**src/buck_ctrl_regs.svh**
```systemverilog
`ifndef BUCK_CTRL_REGS_SVH
`define BUCK_CTRL_REGS_SVH

// --------------------------------------------------------------------
// register map (byte addresses, one 32-bit word each)
// --------------------------------------------------------------------
`define REG_STATUS_ADDR    8'h00
`define REG_FREQ_INC_ADDR  8'h04
`define REG_CTRL_ADDR      8'h08
`define REG_ADDR_BITS      8

// status register field positions
`define ST_LOW_POWER_BIT   0
`define ST_SS_DONE_BIT     1
`define ST_VOUT_LSB        2
`define ST_DITHER_BIT      4
`define ST_IDLE_BIT        5
`define ST_SKIP_BIT        6
`define ST_INT_FREQ_BIT    7
`define ST_STRAP_OK_BIT    8

// control register field positions and reset value
`define CTRL_DITHER_ALLOW_BIT 0
`define CTRL_RESET            32'h0000_0001

// --------------------------------------------------------------------
// clock and timing
// --------------------------------------------------------------------
`define CLK_HZ             64'd20000000
`define CLK_PERIOD_NS      50
`define SS_TIME_NS         700000
`define SS_CYCLES          ((`SS_TIME_NS + `CLK_PERIOD_NS - 1) / `CLK_PERIOD_NS)
`define COMP_HOLD_NS       200
`define COMP_HOLD_CYCLES   ((`COMP_HOLD_NS + `CLK_PERIOD_NS - 1) / `CLK_PERIOD_NS)
`define LP_ENTRY_TICKS     2'd3
`define STRAP_SETTLE       2'd3
`define SYNC_HIGH_CYCLES   8'd64

// --------------------------------------------------------------------
// switching frequency as phase increments of a 32-bit accumulator
// --------------------------------------------------------------------
`define FREQ_INT_HZ        64'd2150000
`define FREQ_MIN_DITH_HZ   64'd1800000
`define FREQ_RES_MIN_HZ    64'd400000
`define FREQ_RES_MAX_HZ    64'd2400000
`define HZ_TO_INC(f)       (((f) << 32) / `CLK_HZ)
`define HZ_TO_INC_UP(f)    ((((f) << 32) + `CLK_HZ - 64'd1) / `CLK_HZ)
`define INC_INT            32'(`HZ_TO_INC(`FREQ_INT_HZ))
`define INC_MIN_DITH       32'(`HZ_TO_INC_UP(`FREQ_MIN_DITH_HZ))
`define INC_RES_MIN        32'(`HZ_TO_INC_UP(`FREQ_RES_MIN_HZ))
`define INC_RES_MAX        32'(`HZ_TO_INC(`FREQ_RES_MAX_HZ))

// dither: triangle 0..128 around centre 64, +-5 percent at the ends
`define TRI_TOP            8'd128
`define TRI_CENTRE         16'sd64
`define DITH_SCALE         64'sd205
`define DITH_SHIFT         18

`endif

```
**src/buck_ctrl_pkg.sv**
```systemverilog
package buck_ctrl_pkg;

	// light-load operating state
	typedef enum logic [1:0] {
		MODE_PWM,
		MODE_LP_SWITCH,
		MODE_LP_IDLE
	} mode_t;

	// number of asynchronous inputs passed through the synchroniser
	localparam int unsigned PIN_COUNT = 13;

	typedef logic [PIN_COUNT-1:0] pin_vec_t;

endpackage

```
**src/pin_sync_if.sv**
```systemverilog
`timescale 1ns/1ns

// raw pins in, synchronised levels out
interface pin_sync_if;
	buck_ctrl_pkg::pin_vec_t raw;      // straight from the pins
	buck_ctrl_pkg::pin_vec_t synced;   // after two flops

	modport sync (input raw, output synced);
	modport user (output raw, input synced);
endinterface

```
**src/buck_mode_freq_ctrl.sv**
```systemverilog
// Functional notes
// straps sampled once after reset, then latched
// strap pair picks 3.3/5.0/5.35/12.0 volts
// light-load select high forces PWM always
// enter low power after three qualified ticks
// leave on overvoltage or compensation high 200ns
// below 97% switch critical conduction, 600mA cap
// at 103% stop switching until below 97%
// frequency strap high gives internal 2.15 MHz
// resistor setting spans 400 kHz to 2.4 MHz
// too-short on-time skips the pulse; the code skips only in PWM mode, not in low-power switching
// dither sweeps 0.95 to 1.05 of nominal
// internal dithered frequency never below 1.8 MHz
// triangle sweep at fsw/256 or fsw/128
// soft-start strap high gives 0.7 ms soft-start
// soft-start forces PWM, ignores light-load select
// dither only while sync pin held high
// comparator results synchronised on the clock
//
// Register access over Wishbone and the address map were chosen for this implementation.
`timescale 1ns/1ns
`include "buck_ctrl_regs.svh"

module buck_mode_freq_ctrl #(
	parameter int unsigned SS_CYCLES = `SS_CYCLES  // internal soft-start length in clocks
) (
	input  wire logic        clk,
	input  wire logic        rst,
	// classic wishbone slave
	input  wire logic        cyc_i,
	input  wire logic        stb_i,
	input  wire logic        we_i,
	input  wire logic [7:0]  adr_i,
	input  wire logic [31:0] dat_i,
	input  wire logic [3:0]  sel_i,
	output logic      [31:0] dat_o,
	output logic             ack_o,
	// straps and pins
	input  wire logic        voutSelectHi,
	input  wire logic        voutSelectLo,
	input  wire logic        lightLoadSelect,
	input  wire logic        freqSetStrap,
	input  wire logic        softStartStrap,
	input  wire logic        ssCapDone,
	input  wire logic        syncPin,
	// analogue comparator results
	input  wire logic        outAboveHigh,
	input  wire logic        outBelowLow,
	input  wire logic        overVoltage,
	input  wire logic        compBelowEntry,
	input  wire logic        compAboveExit,
	input  wire logic        onTimeShort,
	// power-stage commands
	output logic      [1:0]  voutCode,
	output logic             lowPowerOperation,
	output logic             critConduction,
	output logic             peakLimit600mA,
	output logic             switchPulse,
	output logic             switchingIdle,
	output logic             ditherActive
);

	// ----------------------------------------------------------------
	// input synchronisation
	// ----------------------------------------------------------------
	pin_sync_if pinBus ();   // raw and settled pin levels

	// comparators synchronised
	assign pinBus.raw = {voutSelectHi, voutSelectLo, lightLoadSelect, freqSetStrap, softStartStrap,
		ssCapDone, syncPin, outAboveHigh, outBelowLow, overVoltage, compBelowEntry, compAboveExit,
		onTimeShort};

	pin_sync u_sync (
		.clk  (clk),
		.rst  (rst),
		.pins (pinBus.sync)
	);

	logic sVsHi, sVsLo, sLightLoad, sFreqInt, sSsInt, sSsCap, sSync;  // settled straps
	logic sAbove, sBelow, sOv, sCompLow, sCompHigh, sShortOn;         // settled comparators

	assign {sVsHi, sVsLo, sLightLoad, sFreqInt, sSsInt, sSsCap, sSync, sAbove, sBelow, sOv, sCompLow,
		sCompHigh, sShortOn} = pinBus.synced;

	// ----------------------------------------------------------------
	// strap latch and soft-start
	// ----------------------------------------------------------------
	logic [1:0]  settle_q,  settle_d;    // clocks since reset release
	logic        strapOk_q, strapOk_d;   // straps captured
	logic [1:0]  vout_q,    vout_d;      // latched output selection
	logic        ssInt_q,   ssInt_d;     // soft-start strap captured
	logic        freqInt_q, freqInt_d;   // frequency strap captured
	logic [31:0] ssCnt_q,   ssCnt_d;     // internal soft-start timer
	logic        ssDone_q,  ssDone_d;    // soft-start finished

	// straps are caught once the synchroniser has filled, never again
	always_comb begin
		settle_d  = settle_q;
		strapOk_d = strapOk_q;
		vout_d    = vout_q;
		ssInt_d   = ssInt_q;
		freqInt_d = freqInt_q;
		ssCnt_d   = ssCnt_q;
		ssDone_d  = ssDone_q;
		if (!strapOk_q) begin
			if (settle_q == `STRAP_SETTLE) begin
				// one-shot latch
				strapOk_d = 1'b1;
				// hi strap is msb
				vout_d    = {sVsHi, sVsLo};
				ssInt_d   = sSsInt;
				freqInt_d = sFreqInt;
			end else begin
				settle_d = settle_q + 2'd1;
			end
		end else if (!ssDone_q) begin
			if (ssInt_q) begin
				// fixed internal ramp
				if (ssCnt_q >= SS_CYCLES - 1) begin
					ssDone_d = 1'b1;
				end else begin
					ssCnt_d = ssCnt_q + 32'd1;
				end
			end else begin
				// external capacitor ramp ends on its comparator
				ssDone_d = sSsCap;
			end
		end
	end

	always_ff @(posedge clk or posedge rst) begin
		if (rst) begin
			settle_q  <= 2'd0;
			strapOk_q <= 1'b0;
			vout_q    <= 2'd0;
			ssInt_q   <= 1'b0;
			freqInt_q <= 1'b0;
			ssCnt_q   <= 32'd0;
			ssDone_q  <= 1'b0;
		end else begin
			settle_q  <= settle_d;
			strapOk_q <= strapOk_d;
			vout_q    <= vout_d;
			ssInt_q   <= ssInt_d;
			freqInt_q <= freqInt_d;
			ssCnt_q   <= ssCnt_d;
			ssDone_q  <= ssDone_d;
		end
	end

	// ----------------------------------------------------------------
	// wishbone slave
	// ----------------------------------------------------------------
	logic        ack_q,    ack_d;     // one-cycle acknowledge
	logic [31:0] rdat_q,   rdat_d;    // read data
	logic [31:0] freqInc_q, freqInc_d; // resistor-set phase increment
	logic [31:0] ctrl_q,   ctrl_d;    // control word
	logic [31:0] status;              // live status word
	logic [31:0] wrVal;               // byte-merged write value
	logic        modeLp;              // in any low-power state
	logic        skipNow;             // pulse being skipped

	// ack comes one clock after the request; write lands at the next edge, as ack is taken
	always_comb begin
		ack_d     = cyc_i && stb_i && !ack_q;
		rdat_d    = rdat_q;
		freqInc_d = freqInc_q;
		ctrl_d    = ctrl_q;
		wrVal     = (adr_i == `REG_FREQ_INC_ADDR) ? freqInc_q : ctrl_q;
		for (int b = 0; b < 4; b++) begin
			if (sel_i[b]) begin
				wrVal[b*8 +: 8] = dat_i[b*8 +: 8];
			end
		end
		if (ack_d) begin
			case (adr_i)
				`REG_STATUS_ADDR:   rdat_d = status;
				`REG_FREQ_INC_ADDR: rdat_d = freqInc_q;
				`REG_CTRL_ADDR:     rdat_d = ctrl_q;
				default:            rdat_d = 32'h0000_0000;  // unmapped reads zero
			endcase
		end
		if (cyc_i && stb_i && we_i && ack_q) begin
			if (adr_i == `REG_FREQ_INC_ADDR) begin
				// clamp to resistor range
				if (wrVal < `INC_RES_MIN) begin
					freqInc_d = `INC_RES_MIN;
				end else if (wrVal > `INC_RES_MAX) begin
					freqInc_d = `INC_RES_MAX;
				end else begin
					freqInc_d = wrVal;
				end
			end else if (adr_i == `REG_CTRL_ADDR) begin
				ctrl_d = {31'h0000_0000, wrVal[`CTRL_DITHER_ALLOW_BIT]};
			end
		end
	end

	always_ff @(posedge clk or posedge rst) begin
		if (rst) begin
			ack_q     <= 1'b0;
			rdat_q    <= 32'h0000_0000;
			freqInc_q <= `INC_INT;
			ctrl_q    <= `CTRL_RESET;
		end else begin
			ack_q     <= ack_d;
			rdat_q    <= rdat_d;
			freqInc_q <= freqInc_d;
			ctrl_q    <= ctrl_d;
		end
	end

	assign ack_o = ack_q;
	assign dat_o = rdat_q;

	always_comb begin
		status                      = 32'h0000_0000;
		status[`ST_LOW_POWER_BIT]   = modeLp;
		status[`ST_SS_DONE_BIT]     = ssDone_q;
		status[`ST_VOUT_LSB +: 2]   = vout_q;
		status[`ST_DITHER_BIT]      = ditherActive;
		status[`ST_IDLE_BIT]        = switchingIdle;
		status[`ST_SKIP_BIT]        = skipNow;
		status[`ST_INT_FREQ_BIT]    = freqInt_q;
		status[`ST_STRAP_OK_BIT]    = strapOk_q;
	end

	// ----------------------------------------------------------------
	// switching oscillator with triangular dither
	// ----------------------------------------------------------------
	logic [31:0] phase_q, phase_d;     // phase accumulator
	logic [7:0]  tri_q,   tri_d;       // triangle position 0..128
	logic        up_q,    up_d;        // triangle direction
	logic [7:0]  syncHi_q, syncHi_d;   // clocks sync pin has been high
	logic        tick;                 // one switching period elapsed
	logic        ditherOn;             // dither allowed now
	logic [31:0] baseInc;              // nominal increment
	logic [31:0] effInc;               // increment after dither
	logic [7:0]  triStep;              // triangle step per period
	logic signed [63:0] dithDelta;     // signed dither offset

	always_comb begin
		// internal or R9 resistor frequency
		baseInc  = freqInt_q ? `INC_INT : freqInc_q;
		// dither needs sync held high
		ditherOn = (syncHi_q == `SYNC_HIGH_CYCLES) && ctrl_q[`CTRL_DITHER_ALLOW_BIT] && strapOk_q;
		// fsw/256 internal, fsw/128 resistor
		triStep  = freqInt_q ? 8'd1 : 8'd2;
		// plus or minus five percent
		dithDelta = ($signed({32'h0000_0000, baseInc}) * ($signed({8'h00, tri_q}) - `TRI_CENTRE)
			* `DITH_SCALE) >>> `DITH_SHIFT;
		effInc = ditherOn ? 32'(64'($signed({32'h0000_0000, baseInc}) + dithDelta)) : baseInc;
		// floor at 1.8 MHz
		if (freqInt_q && effInc < `INC_MIN_DITH) begin
			effInc = `INC_MIN_DITH;
		end
		{tick, phase_d} = {1'b0, phase_q} + {1'b0, effInc};
		tri_d    = tri_q;
		up_d     = up_q;
		syncHi_d = !sSync ? 8'd0 : (syncHi_q == `SYNC_HIGH_CYCLES) ? syncHi_q : syncHi_q + 8'd1;
		if (!ditherOn) begin
			tri_d = 8'(`TRI_CENTRE);
			up_d  = 1'b1;
		end else if (tick) begin
			// triangle sweep
			if (up_q) begin
				tri_d = tri_q + triStep;
				up_d  = (tri_q + triStep) < `TRI_TOP;
			end else begin
				tri_d = tri_q - triStep;
				up_d  = (tri_q - triStep) == 8'd0;
			end
		end
	end

	always_ff @(posedge clk or posedge rst) begin
		if (rst) begin
			phase_q  <= 32'h0000_0000;
			tri_q    <= 8'h40;
			up_q     <= 1'b1;
			syncHi_q <= 8'h00;
		end else begin
			phase_q  <= phase_d;
			tri_q    <= tri_d;
			up_q     <= up_d;
			syncHi_q <= syncHi_d;
		end
	end

	// ----------------------------------------------------------------
	// light-load mode state machine
	// ----------------------------------------------------------------
	buck_ctrl_pkg::mode_t mode_q, mode_d;   // operating state
	logic [1:0]  entry_q, entry_d;          // qualified switching ticks
	logic [7:0]  compHi_q, compHi_d;        // clocks compensation high
	logic        entryOk;                   // all entry conditions now
	logic        forcePwm;                  // pin or soft-start forces PWM
	logic        pulse_q, pulse_d;          // registered switch command
	logic        crit_q, crit_d;            // critical conduction command
	logic        idle_q, idle_d;            // switching stopped

	assign modeLp = (mode_q != buck_ctrl_pkg::MODE_PWM);

	always_comb begin
		// pin high forces PWM; R15 soft-start too
		forcePwm = sLightLoad || !ssDone_q;
		// four entry conditions
		entryOk  = ssDone_q && sAbove && !sOv && sCompLow;
		mode_d   = mode_q;
		entry_d  = entryOk ? entry_q : 2'd0;
		// compensation hold counter
		compHi_d = sCompHigh ? ((compHi_q == 8'(`COMP_HOLD_CYCLES)) ? compHi_q : compHi_q + 8'd1) : 8'd0;
		case (mode_q)
			buck_ctrl_pkg::MODE_PWM: begin
				if (forcePwm) begin
					entry_d = 2'd0;
				end else if (entryOk && tick) begin
					// third consecutive tick
					if (entry_q == `LP_ENTRY_TICKS - 2'd1) begin
						entry_d = 2'd0;
						mode_d  = buck_ctrl_pkg::MODE_LP_IDLE;
					end else begin
						entry_d = entry_q + 2'd1;
					end
				end
			end
			buck_ctrl_pkg::MODE_LP_SWITCH, buck_ctrl_pkg::MODE_LP_IDLE: begin
				entry_d = 2'd0;
				// overvoltage or comp high
				if (forcePwm || sOv || compHi_q == 8'(`COMP_HOLD_CYCLES)) begin
					mode_d = buck_ctrl_pkg::MODE_PWM;
				end else if (sAbove) begin
					// stop at upper threshold
					mode_d = buck_ctrl_pkg::MODE_LP_IDLE;
				end else if (sBelow) begin
					// resume below lower threshold
					mode_d = buck_ctrl_pkg::MODE_LP_SWITCH;
				end
			end
			default: mode_d = buck_ctrl_pkg::MODE_PWM;
		endcase
		// skip rather than shorten
		skipNow = (mode_q == buck_ctrl_pkg::MODE_PWM) && sShortOn;
		pulse_d = tick && strapOk_q && !skipNow && (mode_q != buck_ctrl_pkg::MODE_LP_IDLE);
		crit_d  = (mode_d == buck_ctrl_pkg::MODE_LP_SWITCH);
		idle_d  = (mode_d == buck_ctrl_pkg::MODE_LP_IDLE);
	end

	always_ff @(posedge clk or posedge rst) begin
		if (rst) begin
			mode_q   <= buck_ctrl_pkg::MODE_PWM;
			entry_q  <= 2'd0;
			compHi_q <= 8'h00;
			pulse_q  <= 1'b0;
			crit_q   <= 1'b0;
			idle_q   <= 1'b0;
		end else begin
			mode_q   <= mode_d;
			entry_q  <= entry_d;
			compHi_q <= compHi_d;
			pulse_q  <= pulse_d;
			crit_q   <= crit_d;
			idle_q   <= idle_d;
		end
	end

	// ----------------------------------------------------------------
	// outputs to the power stage
	// ----------------------------------------------------------------
	assign voutCode          = vout_q;
	assign lowPowerOperation = modeLp;
	assign critConduction    = crit_q;
	// peak cap only in critical conduction
	assign peakLimit600mA    = crit_q;
	assign switchPulse       = pulse_q;
	assign switchingIdle     = idle_q;
	assign ditherActive      = (tri_q != 8'h40) || ditherOn;

endmodule // buck_mode_freq_ctrl

```
**src/pin_sync.sv**
```systemverilog
`timescale 1ns/1ns

// --------------------------------------------------------------------
// two-flop synchroniser bank
// --------------------------------------------------------------------
module pin_sync (
	input  wire logic clk,
	input  wire logic rst,
	pin_sync_if.sync  pins
);

	buck_ctrl_pkg::pin_vec_t firstQ;   // metastable stage, read only by secondQ
	buck_ctrl_pkg::pin_vec_t secondQ;  // settled stage

	// both stages clear to zero so straps read low until sampled
	always_ff @(posedge clk or posedge rst) begin
		if (rst) begin
			firstQ  <= '0;
			secondQ <= '0;
		end else begin
			firstQ  <= pins.raw;
			secondQ <= firstQ;
		end
	end

	assign pins.synced = secondQ;

endmodule // pin_sync

```
**config.mk**
```make
export PLATFORM = sky130hd
export DESIGN_NAME = buck_mode_freq_ctrl
export DESIGN_NICKNAME = d
export VERILOG_FILES = /design/src/buck_ctrl_pkg.sv /design/src/pin_sync_if.sv /design/src/buck_mode_freq_ctrl.sv /design/src/pin_sync.sv
export VERILOG_INCLUDE_DIRS = /design/src /design/src/src
export SDC_FILE = /design/constraint.sdc
export NUM_CORES = 2
export LEC_CHECK = 0
export ABC_AREA = 1
export BUFFER_PORTS_ARGS = -buffer_cell sky130_fd_sc_hd__buf_2
export CAP_MARGIN = 20
export CORE_MARGIN = 4
export CORE_UTILIZATION = 50
export DETAILED_ROUTE_END_ITERATION = 8
export GPL_TIMING_DRIVEN = 1
export PLACE_DENSITY = 0.67
export SYNTH_ARGS = -nofsm -noshare
export SYNTH_HDL_FRONTEND = slang
export SYNTH_SLANG_ARGS = --single-unit
```
**constraint.sdc**
```tcl
create_clock -name clk -period 15.15 [get_ports clk]
set_input_delay 0 -clock clk [delete_from_list [all_inputs] [get_ports clk]]
set_output_delay 0 -clock clk [all_outputs]
set_load 0.01 [all_outputs]
```
==> run summary <==
Post-synth top flop = dfrtp_1
Pin count of the biggest net entering global routing = 99
Antenna violations before repair = 1
Worst R2R End = phase_q[28]
Initial DRC Count = 1804
Share of cells above drive strength 1 = 7.95%
Comb pwr share = 31.1%
Final worst-path cycle share = 95.2%
Num rows = 88
Internal power = 1.01 mW
Leakage power = 18.5 nW
Clock Power Share = 29.4%
Drt pass-1 iters = 6
Syn avg cell area = 7.60 sq um
Vias in the first global route = 25300
Placed cell areas = 31000 sq um
Die W = 250 um
Hold Path Class = in -> reg
Cts bufs inserted = 17
Worst setup SP type = flop
Slew Limit Fails = 0
Hold_ws = 0.0607 ns
Mapped Cells = 3858
# clock sinks = 196
PwrDens = 48.4 nW/um^2
Area Growth Syn to Fin = 9.50%
Full die area = 62600 sq um
CP Data Required Time = 15.51 ns
Worst Path Arrival = 14.77 ns
Post-layout worst setup margin = 0.734 ns
Flop pwr share = 39.5%
H-tree depth = 4
Antenna diodes = 0
Worst-margin pin slew = 0.902 ns
Final hold viol count = 0
Most common library cell in the layout ignoring fill and taps = nand2_1
Clock Pin Slew Worst Setup and Hold Paths = 0.07 ns
Setup Viol. Count Final = 0
Peak supply drop = 0.112 mV
Hold endpoint = freqInc_q[18]
Drc violations = 0
WP buf/inv = 11
Remaining Overflow, GRT = 0
PortBufs = 102
Fin crit period = 14.42 ns
Clk_skew = 0.0270 ns
Distinct cells, synth = 59
CP endpoint kind = flop
Synthesized area = 29300 sq um
Pre-CTS setup slack = -0.0138 ns
Post-Synthesis Net Count = 4596
Slew HR = 39.7%
Number of synthesized flops with an enable pin = 0
Hold path cells = 5
FFs w/ async S/R, synth = 100%
R2R depth = 67
Status = finished clean
Psw = 0.546 mW
Post-route cell area = 32100 sq um
Die Span Y = 250 um
Sequential cell area fraction in the yosys report = 16.8%
Ports = 103
R2r startpoint = freqInt_q
Via count = 25500
Achievable Freq = 69.4 MHz
WL per Instance = 17.7 um
Core area = 57900 sq um
Max_cap viols = 0
First-pass GRT wire length = 135 mm
Synthesis-stage register bit count = 196
Latest clock arrival within the worst-skew pair = 0.49 ns
Max clock buf depth = 2
Initial Utilization = 50.6%
Nets = 4740
Power Total = 1.55 mW
Slowest cell delay on critical path = 0.58 ns
Post-route ant nets = 0
Wirelength, routed = 84.7 mm
Most frequent cells in the layout = 767 x nand2_1, 716 x inv_1, 408 x nor2_1
Slowest-stage cell, CP = fa_1
Max FO, Critical Path = 8
Global Route Usage Sum = 27.1%
R2R Setup Slk = 0.73 ns
Via density = 5.34
Placer congestion estimate = 1.01
Crit-path leading delay family = adder cells
Detailed placer's ending HPWL = 71.8 mm
Top cell by count, worst path = nand2_1
Switching Share = 35.1%
Syn. warnings = 0
CTS tree = yes
Hold Startpoint = dat_i[18]
Clock root cell = clkbuf_16
CP Class = reg -> reg
cells in the mapped netlist (all sizes together), types with 2 or more instances:
master	instances	area (sq um)
a31oi	28	175
buf	23	133
fa	312	6250
o21ai	193	966
ha	364	4550
nor3	37	190
o221ai	4	35.0
nand3b	4	30.0
clkinv	6	22.5
dfstp	18	473
o211ai	9	67.6
nand4	45	282
clkbuf	71	274
o22ai	2	12.5
xor2	108	946
o31ai	4	30.0
nor4	10	62.6
and3	5	31.3
inv	724	2720
nand3	156	816
a21oi	193	977
a211oi	7	52.6
nor2	431	1660
dfrtp	178	4450
a21o	28	210
a21boi	9	67.6
o21a	10	75.1
o21bai	17	131
o311ai	2	17.5
nand2	781	2970
and2	6	37.5
or2	11	68.8
o2111ai	4	35.0
xnor2	50	438
cell families (layout without fill, tap and decap cells):
kind of cell / Yosys count / after routing / synth area share (%)
adders and majority gates: 676 / 676 / 36.8
AOI/OAI and AO/OA: 514 / 514 / 9.84
muxes: 2 / 2 / 0.0725
buffers and inverters: 824 / 981 / 10.7
xor gates and xnor gates: 158 / 158 / 4.72
and+or+nand+nor: 1488 / 1488 / 21.0
DFF: 196 / 196 / 16.8
worst max-delay path by stage:
stage	from	end	slack [ns]	cells past startpoint
after floorplan	tri_q[6]	tri_q[7]	1.13	74
after global placement	freqInt_q	critConduction	0.12	66
after detailed placement	freqInt_q	critConduction	-0.01	68
after global routing	tri_q[6]	phase_q[28]	-0.005	68
final	freqInt_q	phase_q[28]	0.73	67
after CTS	freqInt_q	phase_q[29]	0.04	67
power groups by stage:
| stage | Clock [mW] | Sequential, mW | Combinational [mW] |
|---|---|---|---|
| floorplan | 0 | 0.616 | 0.347 |
| global placement | 0 | 0.622 | 0.457 |
| detailed placement | 0 | 0.622 | 0.462 |
| CTS | 0.472 | 0.613 | 0.469 |
| global route | 0.488 | 0.618 | 0.545 |
| finish | 0.457 | 0.613 | 0.484 |
sequential cells by signal (all words and copies together), names as in the netlist, 2 cells and up:
| name | flops |
|---|---|
| compHi_q | 8 |
| dat_o | 32 |
| entry_q | 2 |
| freqInc_q | 32 |
| mode_q | 2 |
| phase_q | 32 |
| settle_q | 2 |
| ssCnt_q | 32 |
| syncHi_q | 8 |
| tri_q | 8 |
| u_sync.firstQ | 13 |
| u_sync.pins.synced | 13 |
| voutCode | 2 |
worst register-to-register path, delay by kind of cell (launching register included):
family                     cells  cell delay (ns)
buffers and inverters         11             0.97
DFF                            1             0.48
xor gates and xnor gates       2             0.70
AOI/OAI and AO/OA             13             2.65
adders and majority gates     13             6.01
and+or+nand+nor               28             3.45
per-stage QoR:
| stage | std cells | TNS [ns] | utilization [%] |
|---|---|---|---|
| after floorplan | 3858 | 0 | - |
| after global placement | 4709 | 0 | 53.6 |
| after detailed placement | 4709 | -0.0138 | 53.6 |
| after CTS | 4776 | 0 | 55.2 |
| after global routing | 4780 | -0.00689 | 55.5 |
| final | 4780 | 0 | 55.5 |
per-layer routing:
metal	GRT usage [%]	part of all wire, %
met1	36.3	43
met2	43.0	45
met3	6.15	7.9
met4	10.6	4.1
met5	0	0.015
layout make-up:
cell class	count	area [sq um]
inverters	730	2760
repair buffers	219	1510
flip-flops and latches	196	4930
clock inverters	10	114
clock buffers	22	464
multi-input cells	2838	21400
well taps	765	957
fillers	5520	25800
timing repair:
item / 4_1_cts / 5_1_grt
pin swaps: 0 / 5
setup endpoints to repair: 3 / 31
resized for setup: 2 / 44
endpoints found under the hold margin: 131 / 0
setup buffers: 0 / 4
hold buffers: 35 / 0
Power figures use the tool's default switching activity.
